$ cat src/iuv_pkg.sv
// Constants, field layout and carrier types of the input undervoltage fault response.
// Assumes a PMBus command decoder outside that presents byte writes and reads by command code.
//
// What this block does
// - Action 00 ignores fault, output stays on.
// - Action 01 runs for delay, then retries.
// - Action 10 disables output at once, then retries.
// - Action 11 latches off until fault cleared.
// - Retry 000 means no restart, stay off.
// - Retry 1 to 6 attempts, then latch off.
// - Attempts start one delay apart.
// - Retry 111 retries until off or other fault.
// - Delay field gives two-power count of units.
// - Delay count uses external time unit ticks.
// - Fault comes from external limit comparator.
package iuv_pkg;

    // Command code of the fault action register.
    localparam logic [7:0] IUV_REG_ADDR = 8'h5A;
    // Reset value of the fault action register: disable until cleared.
    localparam logic [7:0] IUV_REG_RST = 8'hC0;
    // Field positions inside the register.
    localparam int IUV_ACT_LSB = 6;
    localparam int IUV_RTY_LSB = 3;
    localparam int IUV_DLY_LSB = 0;
    // Action codes.
    localparam logic [1:0] IUV_ACT_IGNORE = 2'h0;
    localparam logic [1:0] IUV_ACT_DLY_OP = 2'h1;
    localparam logic [1:0] IUV_ACT_DISABLE = 2'h2;
    localparam logic [1:0] IUV_ACT_LATCH = 2'h3;
    // Retry codes.
    localparam logic [2:0] IUV_RTY_NONE = 3'h0;
    localparam logic [2:0] IUV_RTY_FOREVER = 3'h7;
    // Width of the time unit counter, enough for a count of 128.
    localparam int IUV_CNT_W = 9;
    localparam logic [IUV_CNT_W-1:0] IUV_CNT_ONE = 9'h001;

    // Fields of the fault action register.
    typedef struct packed {
        logic [1:0] action;
        logic [2:0] retries;
        logic [2:0] delay;
    } iuv_cfg_type;

    // Response sequence states.
    typedef enum logic [2:0] {
        ST_RUN,
        ST_DLY_OP,
        ST_OFF_WAIT,
        ST_LATCH
    } iuv_state_type;

endpackage

$ cat src/iuv_fault_resp.sv
// Input undervoltage fault response sequencer with its action register.
// Assumes register traffic, time unit ticks, clears and the on command come from logic on clk,
// and the undervoltage comparator level is asynchronous.
`timescale 1ns/10ps
module iuv_fault_resp
    import iuv_pkg::*;
(
    input wire logic clk,
    input wire logic arst_n,
    input wire logic reg_wr_en,
    input wire logic [7:0] reg_addr,
    input wire logic [7:0] reg_wdata,
    output logic [7:0] reg_rdata_ff,
    input wire logic uv_fault_async,
    input wire logic time_unit_tick,
    input wire logic fault_clear,
    input wire logic output_cmd_on,
    input wire logic other_fault_off,
    output logic out_enable_ff,
    output logic fault_latched_ff,
    output logic retrying_ff,
    output logic [2:0] attempts_ff
);
    iuv_cfg_type cfg_ff;
    iuv_cfg_type nxt_cfg;
    logic [7:0] nxt_rdata;
    iuv_state_type state_ff;
    iuv_state_type nxt_state;
    logic nxt_out_enable;
    logic nxt_fault_latched;
    logic nxt_retrying;
    logic [2:0] nxt_attempts;
    logic [2:0] attempts_inc;
    logic fault_s;
    logic timer_start;
    logic timer_clr;
    logic timer_expired;
    logic go_idle;
    logic cfg_hit;
    logic [IUV_CNT_W-1:0] tick_seen_ff;
    logic [IUV_CNT_W-1:0] nxt_tick_seen;

    // The comparator level crosses into clk before any logic reads it.
    iuv_sync u_sync (
        .clk(clk),
        .arst_n(arst_n),
        .din(uv_fault_async),
        .dout(fault_s)
    );

    // Shared timer for the run-on delay and the spacing of restart attempts.
    iuv_timer u_timer (
        .clk(clk),
        .arst_n(arst_n),
        .start(timer_start),
        .clr(timer_clr),
        .tick(time_unit_tick),
        .sel(cfg_ff.delay),
        .expired(timer_expired)
    );

    // Register decode: a write to the action code replaces it; other codes read zero.
    assign cfg_hit = (reg_addr == IUV_REG_ADDR);

    always_comb begin
        nxt_cfg = cfg_ff;
        if (reg_wr_en && cfg_hit) begin
            nxt_cfg = iuv_cfg_type'(reg_wdata);
        end
        nxt_rdata = cfg_hit ? 8'(cfg_ff) : 8'h00;
    end

    always_ff @(posedge clk or negedge arst_n) begin
        if (!arst_n) begin
            cfg_ff <= iuv_cfg_type'(IUV_REG_RST);
            reg_rdata_ff <= 8'h00;
        end else begin
            cfg_ff <= nxt_cfg;
            reg_rdata_ff <= nxt_rdata;
        end
    end

    // A clear or an off command ends any sequence and starts the next one afresh.
    assign go_idle = fault_clear || !output_cmd_on;
    assign timer_clr = go_idle;
    // Attempt counter saturates so continuous retry never wraps.
    assign attempts_inc = (attempts_ff == 3'h7) ? attempts_ff : attempts_ff + 3'h1;

    // Response sequence: decide state, output enable, status and attempt count.
    always_comb begin
        nxt_state = state_ff;
        nxt_fault_latched = fault_latched_ff;
        nxt_retrying = retrying_ff;
        nxt_attempts = attempts_ff;
        timer_start = 1'b0;
        if (go_idle) begin
            nxt_state = ST_RUN;
            nxt_fault_latched = 1'b0;
            nxt_retrying = 1'b0;
            nxt_attempts = 3'h0;
        end else begin
            case (state_ff)
                ST_RUN: begin
                    if (fault_s) begin
                        case (cfg_ff.action)
                            IUV_ACT_IGNORE: begin
                                nxt_state = ST_RUN;
                            end
                            IUV_ACT_DLY_OP: begin
                                nxt_state = ST_DLY_OP;
                                nxt_fault_latched = 1'b1;
                                timer_start = 1'b1;
                            end
                            IUV_ACT_DISABLE: begin
                                nxt_fault_latched = 1'b1;
                                if (cfg_ff.retries == IUV_RTY_NONE) begin
                                    nxt_state = ST_LATCH;
                                end else begin
                                    nxt_state = ST_OFF_WAIT;
                                    nxt_retrying = 1'b1;
                                    timer_start = 1'b1;
                                end
                            end
                            IUV_ACT_LATCH: begin
                                nxt_state = ST_LATCH;
                                nxt_fault_latched = 1'b1;
                            end
                            default: begin
                                nxt_state = ST_LATCH;
                                nxt_fault_latched = 1'b1;
                            end
                        endcase
                    end
                end
                ST_DLY_OP: begin
                    if (other_fault_off) begin
                        nxt_state = ST_LATCH;
                    end else if (!fault_s) begin
                        nxt_state = ST_RUN;
                    end else if (timer_expired) begin
                        if (cfg_ff.retries == IUV_RTY_NONE) begin
                            nxt_state = ST_LATCH;
                        end else begin
                            nxt_state = ST_OFF_WAIT;
                            nxt_retrying = 1'b1;
                            timer_start = 1'b1;
                        end
                    end
                end
                ST_OFF_WAIT: begin
                    if (other_fault_off) begin
                        nxt_state = ST_LATCH;
                        nxt_retrying = 1'b0;
                    end else if (timer_expired) begin
                        // Each expiry is the start of one restart attempt.
                        if (!fault_s) begin
                            nxt_state = ST_RUN;
                            nxt_retrying = 1'b0;
                            nxt_attempts = 3'h0;
                        end else if (cfg_ff.retries != IUV_RTY_FOREVER && attempts_inc >= cfg_ff.retries) begin
                            nxt_state = ST_LATCH;
                            nxt_retrying = 1'b0;
                            nxt_attempts = attempts_inc;
                        end else begin
                            nxt_attempts = attempts_inc;
                            timer_start = 1'b1;
                        end
                    end
                end
                ST_LATCH: begin
                    nxt_state = ST_LATCH;
                end
                default: begin
                    nxt_state = ST_LATCH;
                end
            endcase
        end
        nxt_out_enable = output_cmd_on && (nxt_state == ST_RUN || nxt_state == ST_DLY_OP);
    end

    always_ff @(posedge clk or negedge arst_n) begin
        if (!arst_n) begin
            state_ff <= ST_RUN;
            out_enable_ff <= 1'b0;
            fault_latched_ff <= 1'b0;
            retrying_ff <= 1'b0;
            attempts_ff <= 3'h0;
        end else begin
            state_ff <= nxt_state;
            out_enable_ff <= nxt_out_enable;
            fault_latched_ff <= nxt_fault_latched;
            retrying_ff <= nxt_retrying;
            attempts_ff <= nxt_attempts;
        end
    end

    // Checker helper: ticks seen since the timer was last started.
    always_comb begin
        nxt_tick_seen = tick_seen_ff;
        if (timer_start || timer_clr) begin
            nxt_tick_seen = '0;
        end else if (time_unit_tick) begin
            nxt_tick_seen = tick_seen_ff + IUV_CNT_ONE;
        end
    end

    always_ff @(posedge clk or negedge arst_n) begin
        if (!arst_n) begin
            tick_seen_ff <= '0;
        end else begin
            tick_seen_ff <= nxt_tick_seen;
        end
    end

    a_ignore_keeps_on: assert property (@(posedge clk) disable iff (!arst_n)
        (state_ff == ST_RUN && cfg_ff.action == IUV_ACT_IGNORE && fault_s && !go_idle && !reg_wr_en)
        |=> out_enable_ff && state_ff == ST_RUN)
        else $error("Ignored fault disturbed the output.");

    a_delay_op_on: assert property (@(posedge clk) disable iff (!arst_n)
        (state_ff == ST_DLY_OP) |-> out_enable_ff)
        else $error("Output off while running on after fault.");

    a_disable_at_once: assert property (@(posedge clk) disable iff (!arst_n)
        (state_ff == ST_RUN && cfg_ff.action == IUV_ACT_DISABLE && fault_s && !go_idle && !reg_wr_en)
        |=> !out_enable_ff ##1 !out_enable_ff)
        else $error("Output not disabled on fault.");

    a_latch_holds_off: assert property (@(posedge clk) disable iff (!arst_n)
        (state_ff == ST_LATCH && !go_idle) |=> state_ff == ST_LATCH && !out_enable_ff)
        else $error("Latched fault released without clear.");

    a_no_retry_latch: assert property (@(posedge clk) disable iff (!arst_n)
        (state_ff == ST_RUN && cfg_ff.action == IUV_ACT_DISABLE && cfg_ff.retries == IUV_RTY_NONE
         && fault_s && !go_idle && !reg_wr_en) |=> state_ff == ST_LATCH)
        else $error("Restart attempted with retry disabled.");

    a_attempt_limit: assert property (@(posedge clk) disable iff (!arst_n)
        (state_ff == ST_OFF_WAIT && cfg_ff.retries != IUV_RTY_FOREVER) |-> attempts_ff < cfg_ff.retries)
        else $error("Too many restart attempts.");

    a_spacing_count: assert property (@(posedge clk) disable iff (!arst_n)
        timer_expired |-> tick_seen_ff == (IUV_CNT_ONE << cfg_ff.delay))
        else $error("Delay not equal to two-power count of units.");

    a_retry_forever: assert property (@(posedge clk) disable iff (!arst_n)
        (state_ff == ST_OFF_WAIT && cfg_ff.retries == IUV_RTY_FOREVER && timer_expired && fault_s
         && !other_fault_off && !go_idle && !reg_wr_en) |=> state_ff == ST_OFF_WAIT && !out_enable_ff)
        else $error("Continuous retry stopped.");

    a_clear_restarts: assert property (@(posedge clk) disable iff (!arst_n)
        go_idle |=> attempts_ff == 3'h0 && state_ff == ST_RUN && !fault_latched_ff && !retrying_ff)
        else $error("Clear did not reset the sequence.");

    // Register and status checks.
    a_write_lands: assert property (@(posedge clk) disable iff (!arst_n)
        (reg_wr_en && cfg_hit)
        |=> cfg_ff == iuv_cfg_type'($past(reg_wdata)))
        else $error("Register write did not land.");

    a_ignore_no_latch: assert property (@(posedge clk) disable iff (!arst_n)
        (state_ff == ST_RUN && cfg_ff.action == IUV_ACT_IGNORE && !fault_latched_ff && !reg_wr_en)
        |=> !fault_latched_ff)
        else $error("Ignored fault set the latched status.");

    a_off_cmd_dark: assert property (@(posedge clk) disable iff (!arst_n)
        !output_cmd_on
        |=> !out_enable_ff)
        else $error("Output on while commanded off.");

    a_latch_action: assert property (@(posedge clk) disable iff (!arst_n)
        (state_ff == ST_RUN && cfg_ff.action == IUV_ACT_LATCH && fault_s && !go_idle && !reg_wr_en)
        |=> state_ff == ST_LATCH && fault_latched_ff && !out_enable_ff)
        else $error("Latching action did not latch off.");

    // Sequencing checks.
    a_off_wait_dark: assert property (@(posedge clk) disable iff (!arst_n)
        (state_ff == ST_OFF_WAIT)
        |-> !out_enable_ff && retrying_ff && fault_latched_ff)
        else $error("Output on or status wrong between restart attempts.");

    a_latch_steady: assert property (@(posedge clk) disable iff (!arst_n)
        (state_ff == ST_LATCH)
        |-> !out_enable_ff && !retrying_ff && fault_latched_ff)
        else $error("Latched state shows wrong status.");

    a_delay_expiry: assert property (@(posedge clk) disable iff (!arst_n)
        (state_ff == ST_DLY_OP && timer_expired && fault_s && cfg_ff.retries != IUV_RTY_NONE
         && !other_fault_off && !go_idle && !reg_wr_en)
        |=> state_ff == ST_OFF_WAIT && !out_enable_ff)
        else $error("Persisting fault did not stop the output after the delay.");

    a_limit_latches: assert property (@(posedge clk) disable iff (!arst_n)
        (state_ff == ST_OFF_WAIT && timer_expired && fault_s && cfg_ff.retries != IUV_RTY_FOREVER
         && attempts_ff + 3'h1 == cfg_ff.retries && !other_fault_off && !go_idle && !reg_wr_en)
        |=> state_ff == ST_LATCH && attempts_ff == cfg_ff.retries)
        else $error("Last failed attempt did not latch off.");

    a_restart_ok: assert property (@(posedge clk) disable iff (!arst_n)
        (state_ff == ST_OFF_WAIT && timer_expired && !fault_s && !other_fault_off && !go_idle)
        |=> state_ff == ST_RUN && out_enable_ff && !retrying_ff && attempts_ff == 3'h0)
        else $error("Successful restart did not enable the output.");

    a_retry_count_step: assert property (@(posedge clk) disable iff (!arst_n)
        (state_ff == ST_OFF_WAIT && cfg_ff.retries == IUV_RTY_FOREVER && timer_expired && fault_s
         && attempts_ff != 3'h7 && !other_fault_off && !go_idle && !reg_wr_en)
        |=> attempts_ff == $past(attempts_ff) + 3'h1)
        else $error("Failed attempt not counted.");

    a_other_fault_stops: assert property (@(posedge clk) disable iff (!arst_n)
        ((state_ff == ST_OFF_WAIT || state_ff == ST_DLY_OP) && other_fault_off && !go_idle)
        |=> state_ff == ST_LATCH && !out_enable_ff && !retrying_ff)
        else $error("Another fault did not stop the sequence.");
endmodule

$ cat src/iuv_sync.sv
// Two flip-flop synchroniser for the undervoltage comparator level.
// Assumes the comparator output is asynchronous to clk.
`timescale 1ns/10ps
module iuv_sync
    import iuv_pkg::*;
(
    input wire logic clk,
    input wire logic arst_n,
    input wire logic din,
    output logic dout
);
    logic meta_ff;
    logic sync_ff;

    // Only the second stage is visible to the rest of the block.
    always_ff @(posedge clk or negedge arst_n) begin
        if (!arst_n) begin
            meta_ff <= 1'b0;
            sync_ff <= 1'b0;
        end else begin
            meta_ff <= din;
            sync_ff <= meta_ff;
        end
    end

    assign dout = sync_ff;
endmodule

$ cat src/iuv_timer.sv
// Delay timer that counts time unit ticks up to two to the power of the delay field.
// Assumes tick is a one-cycle pulse per time unit, made by logic on clk.
`timescale 1ns/10ps
module iuv_timer
    import iuv_pkg::*;
(
    input wire logic clk,
    input wire logic arst_n,
    input wire logic start,
    input wire logic clr,
    input wire logic tick,
    input wire logic [2:0] sel,
    output logic expired
);
    logic [IUV_CNT_W-1:0] cnt_ff;
    logic [IUV_CNT_W-1:0] nxt_cnt;
    logic run_ff;
    logic nxt_run;
    logic exp_ff;
    logic nxt_exp;
    logic [IUV_CNT_W-1:0] target;

    // The target is a power of two count of units.
    assign target = IUV_CNT_ONE << sel;

    // Count ticks while armed and flag expiry for one cycle.
    always_comb begin
        nxt_cnt = cnt_ff;
        nxt_run = run_ff;
        nxt_exp = 1'b0;
        if (clr) begin
            nxt_cnt = '0;
            nxt_run = 1'b0;
        end else if (start) begin
            nxt_cnt = '0;
            nxt_run = 1'b1;
        end else if (run_ff && tick) begin
            if (cnt_ff + IUV_CNT_ONE == target) begin
                nxt_exp = 1'b1;
                nxt_run = 1'b0;
                nxt_cnt = '0;
            end else begin
                nxt_cnt = cnt_ff + IUV_CNT_ONE;
            end
        end
    end

    always_ff @(posedge clk or negedge arst_n) begin
        if (!arst_n) begin
            cnt_ff <= '0;
            run_ff <= 1'b0;
            exp_ff <= 1'b0;
        end else begin
            cnt_ff <= nxt_cnt;
            run_ff <= nxt_run;
            exp_ff <= nxt_exp;
        end
    end

    assign expired = exp_ff;
endmodule

$ cat config.mk
export PLATFORM = sky130hd
export DESIGN_NAME = iuv_fault_resp
export DESIGN_NICKNAME = d
export VERILOG_FILES = /design/src/iuv_pkg.sv /design/src/iuv_fault_resp.sv /design/src/iuv_sync.sv /design/src/iuv_timer.sv
export SDC_FILE = /design/constraint.sdc
export NUM_CORES = 1
export LEC_CHECK = 0
export BUFFER_PORTS_ARGS = -buffer_cell sky130_fd_sc_hd__buf_2
export CAP_MARGIN = 20
export CORE_MARGIN = 4
export CORE_UTILIZATION = 45
export DETAILED_ROUTE_END_ITERATION = 12
export GPL_ROUTABILITY_DRIVEN = 0
export PLACE_DENSITY = 0.66
export SETUP_SLACK_MARGIN = 0.1
export SYNTH_ARGS = -nofsm -noshare
export SYNTH_HDL_FRONTEND = slang
export SYNTH_SLANG_ARGS = --single-unit
$ cat constraint.sdc
create_clock -name clk -period 3.8 [get_ports clk]
set_input_delay 0.95 -clock clk [delete_from_list [all_inputs] [get_ports clk]]
set_output_delay 0.95 -clock clk [all_outputs]
set_load 0.05 [all_outputs]
==> flow_metrics.py <==
metrics = {
    "outcome": {
        "outcome": "finished, final reports clean",
    },
    "clock_tree": {
        "ctsHoldBuffers": 0,
        "worstSkewPairLatency_ps": 290,
        "cts.path.max_buffers": 2,
        "root_buffer": "clkbuf_8",
        "cts_buffers": 5,
        "cts_setup_buffers": 0,
        "ctsResizeCount": 0,
        "path_clk_slew_ps": 80,
        "cts_tree": "done",
        "htree_levels": 2,
        "cts_sinks": 38,
    },
    "timing": {
        "slew_headroom_pct": 43.41,
        "hold_violations": 0,
        "final.min_clock_period_ps": 2780,
        "setup_tns_ps": 0,
        "fin_worst_skew_ps": 7.580,
        "setup_viol": 0,
        "fmax_mhz": 359.8,
        "worst_pin_slew_ps": 848.9,
        "period_share_pct": 73.15,
        "rsz0062_at_grt": "no",
        "maxSlewViolCount": 0,
    },
    "global_route": {
        "grt_max_degree": 39,
        "antenna_found_initial": 0,
        "grt_pass1_wl_mm": 9.832,
        "grt_usage_pct": 18.74,
        "grt_pass1_vias": 2071,
        "gr-total-overflow": 0,
    },
    "drt": {
        "drt-initial-drc-count": 241,
        "drc": 0,
        "ant_nets": 0,
        "wl_per_cell_um": 15.40,
        "vias": 2147,
        "detail_route.wirelength_mm": 5.746,
        "first_pass_iters": 4,
        "viasPerCell": 5.756,
    },
    "logic_synthesis": {
        "ys_types": 55,
        "async_reset_ff_share_pct": 100.0,
        "synth.top_cell.area_share_pct": 36.51,
        "synth-main-ff-cell": "dfrtp_1",
        "ys_warn_count": 0,
        "syn_inst": 270,
        "netlist_area_sq_um": 2467,
        "ys_top_cells_by_area": "dfrtp_1, ha_1, a21oi_1",
        "syn-num-nets": 303,
        "ys_seq_area_share_pct": 38.64,
        "avgSynthCellArea_sq_um": 9.138,
        "synth_edf_count": 0,
        "synth_top_area_cell": "dfrtp_1",
        "synth-seq-cells": 38,
    },
    "setup_path": {
        "crit_path_start": "attempts_ff[0]$_DFFE_PN0P_",
        "cp.buffers_inverters": 1,
        "slowest_delay_ps": 560,
        "critical_path_class": "reg -> reg",
        "cp-start-kind": "flip-flop",
        "crit_family": "compound AO/OA/AOI/OAI gates",
        "endpoint_kind": "flip-flop",
        "path_common_cell": "ha_1",
        "critPathMaxFanout": 13,
        "worstPathRequired_ps": 3970,
        "r2r-start": "attempts_ff[0]$_DFFE_PN0P_",
        "critical_path_arrival_ps": 2950,
        "slowest_stage": "a211oi_4",
        "crit_chain": "ha_1, nand2_1, mux2_2, ha_1, a21oi_1, o21ai_0, a211oi_4, a2111oi_2, buf_4, a32oi_1, o31ai_1",
    },
    "pwr": {
        "power_mw": 0.8431,
        "power-per-cell-area_nw_per_um2": 301.5,
        "leakage_nw": 1.228,
        "peakVddDrop_uv": 244.5,
    },
    "place": {
        "hpwlAfterDp_mm": 4.039,
        "port_buffers": 37,
    },
    "finish": {
        "drive_above_1_share_pct": 22.44,
        "insertedDiodeCount": 0,
        "final_common_cell": "buf_2",
        "layout.nets": 335,
        "area_growth_pct": 13.34,
        "layout_common_cells": "buf_2, dfrtp_1, a21oi_1",
    },
    "floorplanning": {
        "initial_utilization_pct": 47.40,
        "io_pins": 38,
        "die_x_um": 82.05,
        "fp-row-count": 26,
        "fp.dieH_um": 82.05,
        "core_region_area_sq_um": 5205,
        "dieArea_sq_um": 6731,
    },
    "min_path": {
        "hold_path_class": "reg -> reg",
        "hold_start": "u_sync.meta_ff$_DFF_PN0_",
    },
    "run": {
        "maxCapViolations": 0,
    },
}
-- report_power, final --
group | total, mW | internal (mW) | leakage (nW) | switching (mW)
clock network | 0.337 | 0.193 | 0.0579 | 0.144
logic | 0.0786 | 0.0307 | 0.658 | 0.0479
registers | 0.427 | 0.413 | 0.513 | 0.0145
total | 0.843 | 0.636 | 1.23 | 0.207
-- layout make-up --
class                   instances  area [sq um]
clock buffers                   5         68.82
clock inverters                 3         40.04
inverters                      10         37.54
flip-flops and latches         38         953.4
fillers                       516          2409
well taps                      70         87.58
repair buffers                 39         200.2
multi-input cells             208          1409
-- per-layer routing --
| layer | track usage [%] | vias to the layer above | part of all wire [%] |
|---|---|---|---|
| met5 | 0 | - | 0 |
| met4 | 5.814 | 0 | 1.2 |
| met3 | 3.947 | 7 | 5.8 |
| met2 | 26.66 | 67 | 43 |
| met1 | 28.10 | 998 | 50 |
| li1 | - | 1075 | - |
-- worst paths after layout --
check,to,slack [ps],cells past startpoint
setup / recovery,u_timer.cnt_ff[6]$_DFFE_PN0P_,1020,11
hold / removal,u_sync.dout$_DFF_PN0_,360,0
setup reg to reg,u_timer.cnt_ff[6]$_DFFE_PN0P_,1020,11
hold reg to reg,u_sync.dout$_DFF_PN0_,360,0
max in group asynchronous,state_ff[2]$_DFF_PN0_,2500,1
min in group asynchronous,cfg_ff[4]$_DFFE_PN0P_,760,1
-- synthesized netlist by cell type, types with 4 or more instances --
master,count
a21oi_1,22
a32oi_1,7
and2_1,6
and3_1,5
clkbuf_1,9
dfrtp_1,36
ha_1,9
inv_1,10
mux2_2,9
nand2_1,20
nand2b_1,4
nand3_1,10
nand4_1,8
nor2_1,14
nor2b_1,7
nor3_1,11
nor4_1,9
o21ai_0,9
o31ai_1,5
or3_1,4
xnor2_1,5
-- cell families after synthesis --
group           after synthesis  share of synthesized area [%]
simple gates                114                          26.12
buf+inv                      24                          4.260
flops                        38                          38.64
other cells                   1                         0.1520
compound gates               67                          19.22
fa+ha+maj                     9                          4.564
xor+xnor                      6                          2.130
mux                          11                          4.919
-- stage by stage --
| step | hold WS (ps) | setup slack (ps) | util [%] | cells | cell area (sq um) |
|---|---|---|---|---|---|
| 6_report | 357.5 | 1020 | 53.73 | 373 | 2796 |
| 5_1_grt | 372.8 | 729.1 | 53.73 | 373 | 2796 |
| 4_1_cts | 364.6 | 1031 | 53.73 | 373 | 2796 |
| 3_5_place_dp | 346.5 | 1040 | 51.63 | 365 | 2688 |
| 3_3_place_gp | 335.3 | 1115 | 51.63 | 365 | 2688 |
| 2_1_floorplan | 331.2 | 874.0 | - | 270 | 2467 |
-- registers in the layout, summed over array words and instances (netlist names) --
name / flops
u_timer.cnt_ff: 9
cfg_ff: 8
reg_rdata_ff: 8
attempts_ff: 3
state_ff: 3
fault_latched_ff: 1
out_enable_ff: 1
retrying_ff: 1
u_sync.dout: 1
u_sync.meta_ff: 1
u_timer.expired: 1
u_timer.run_ff: 1
No activity file was read; power rests on OpenSTA's default activity.
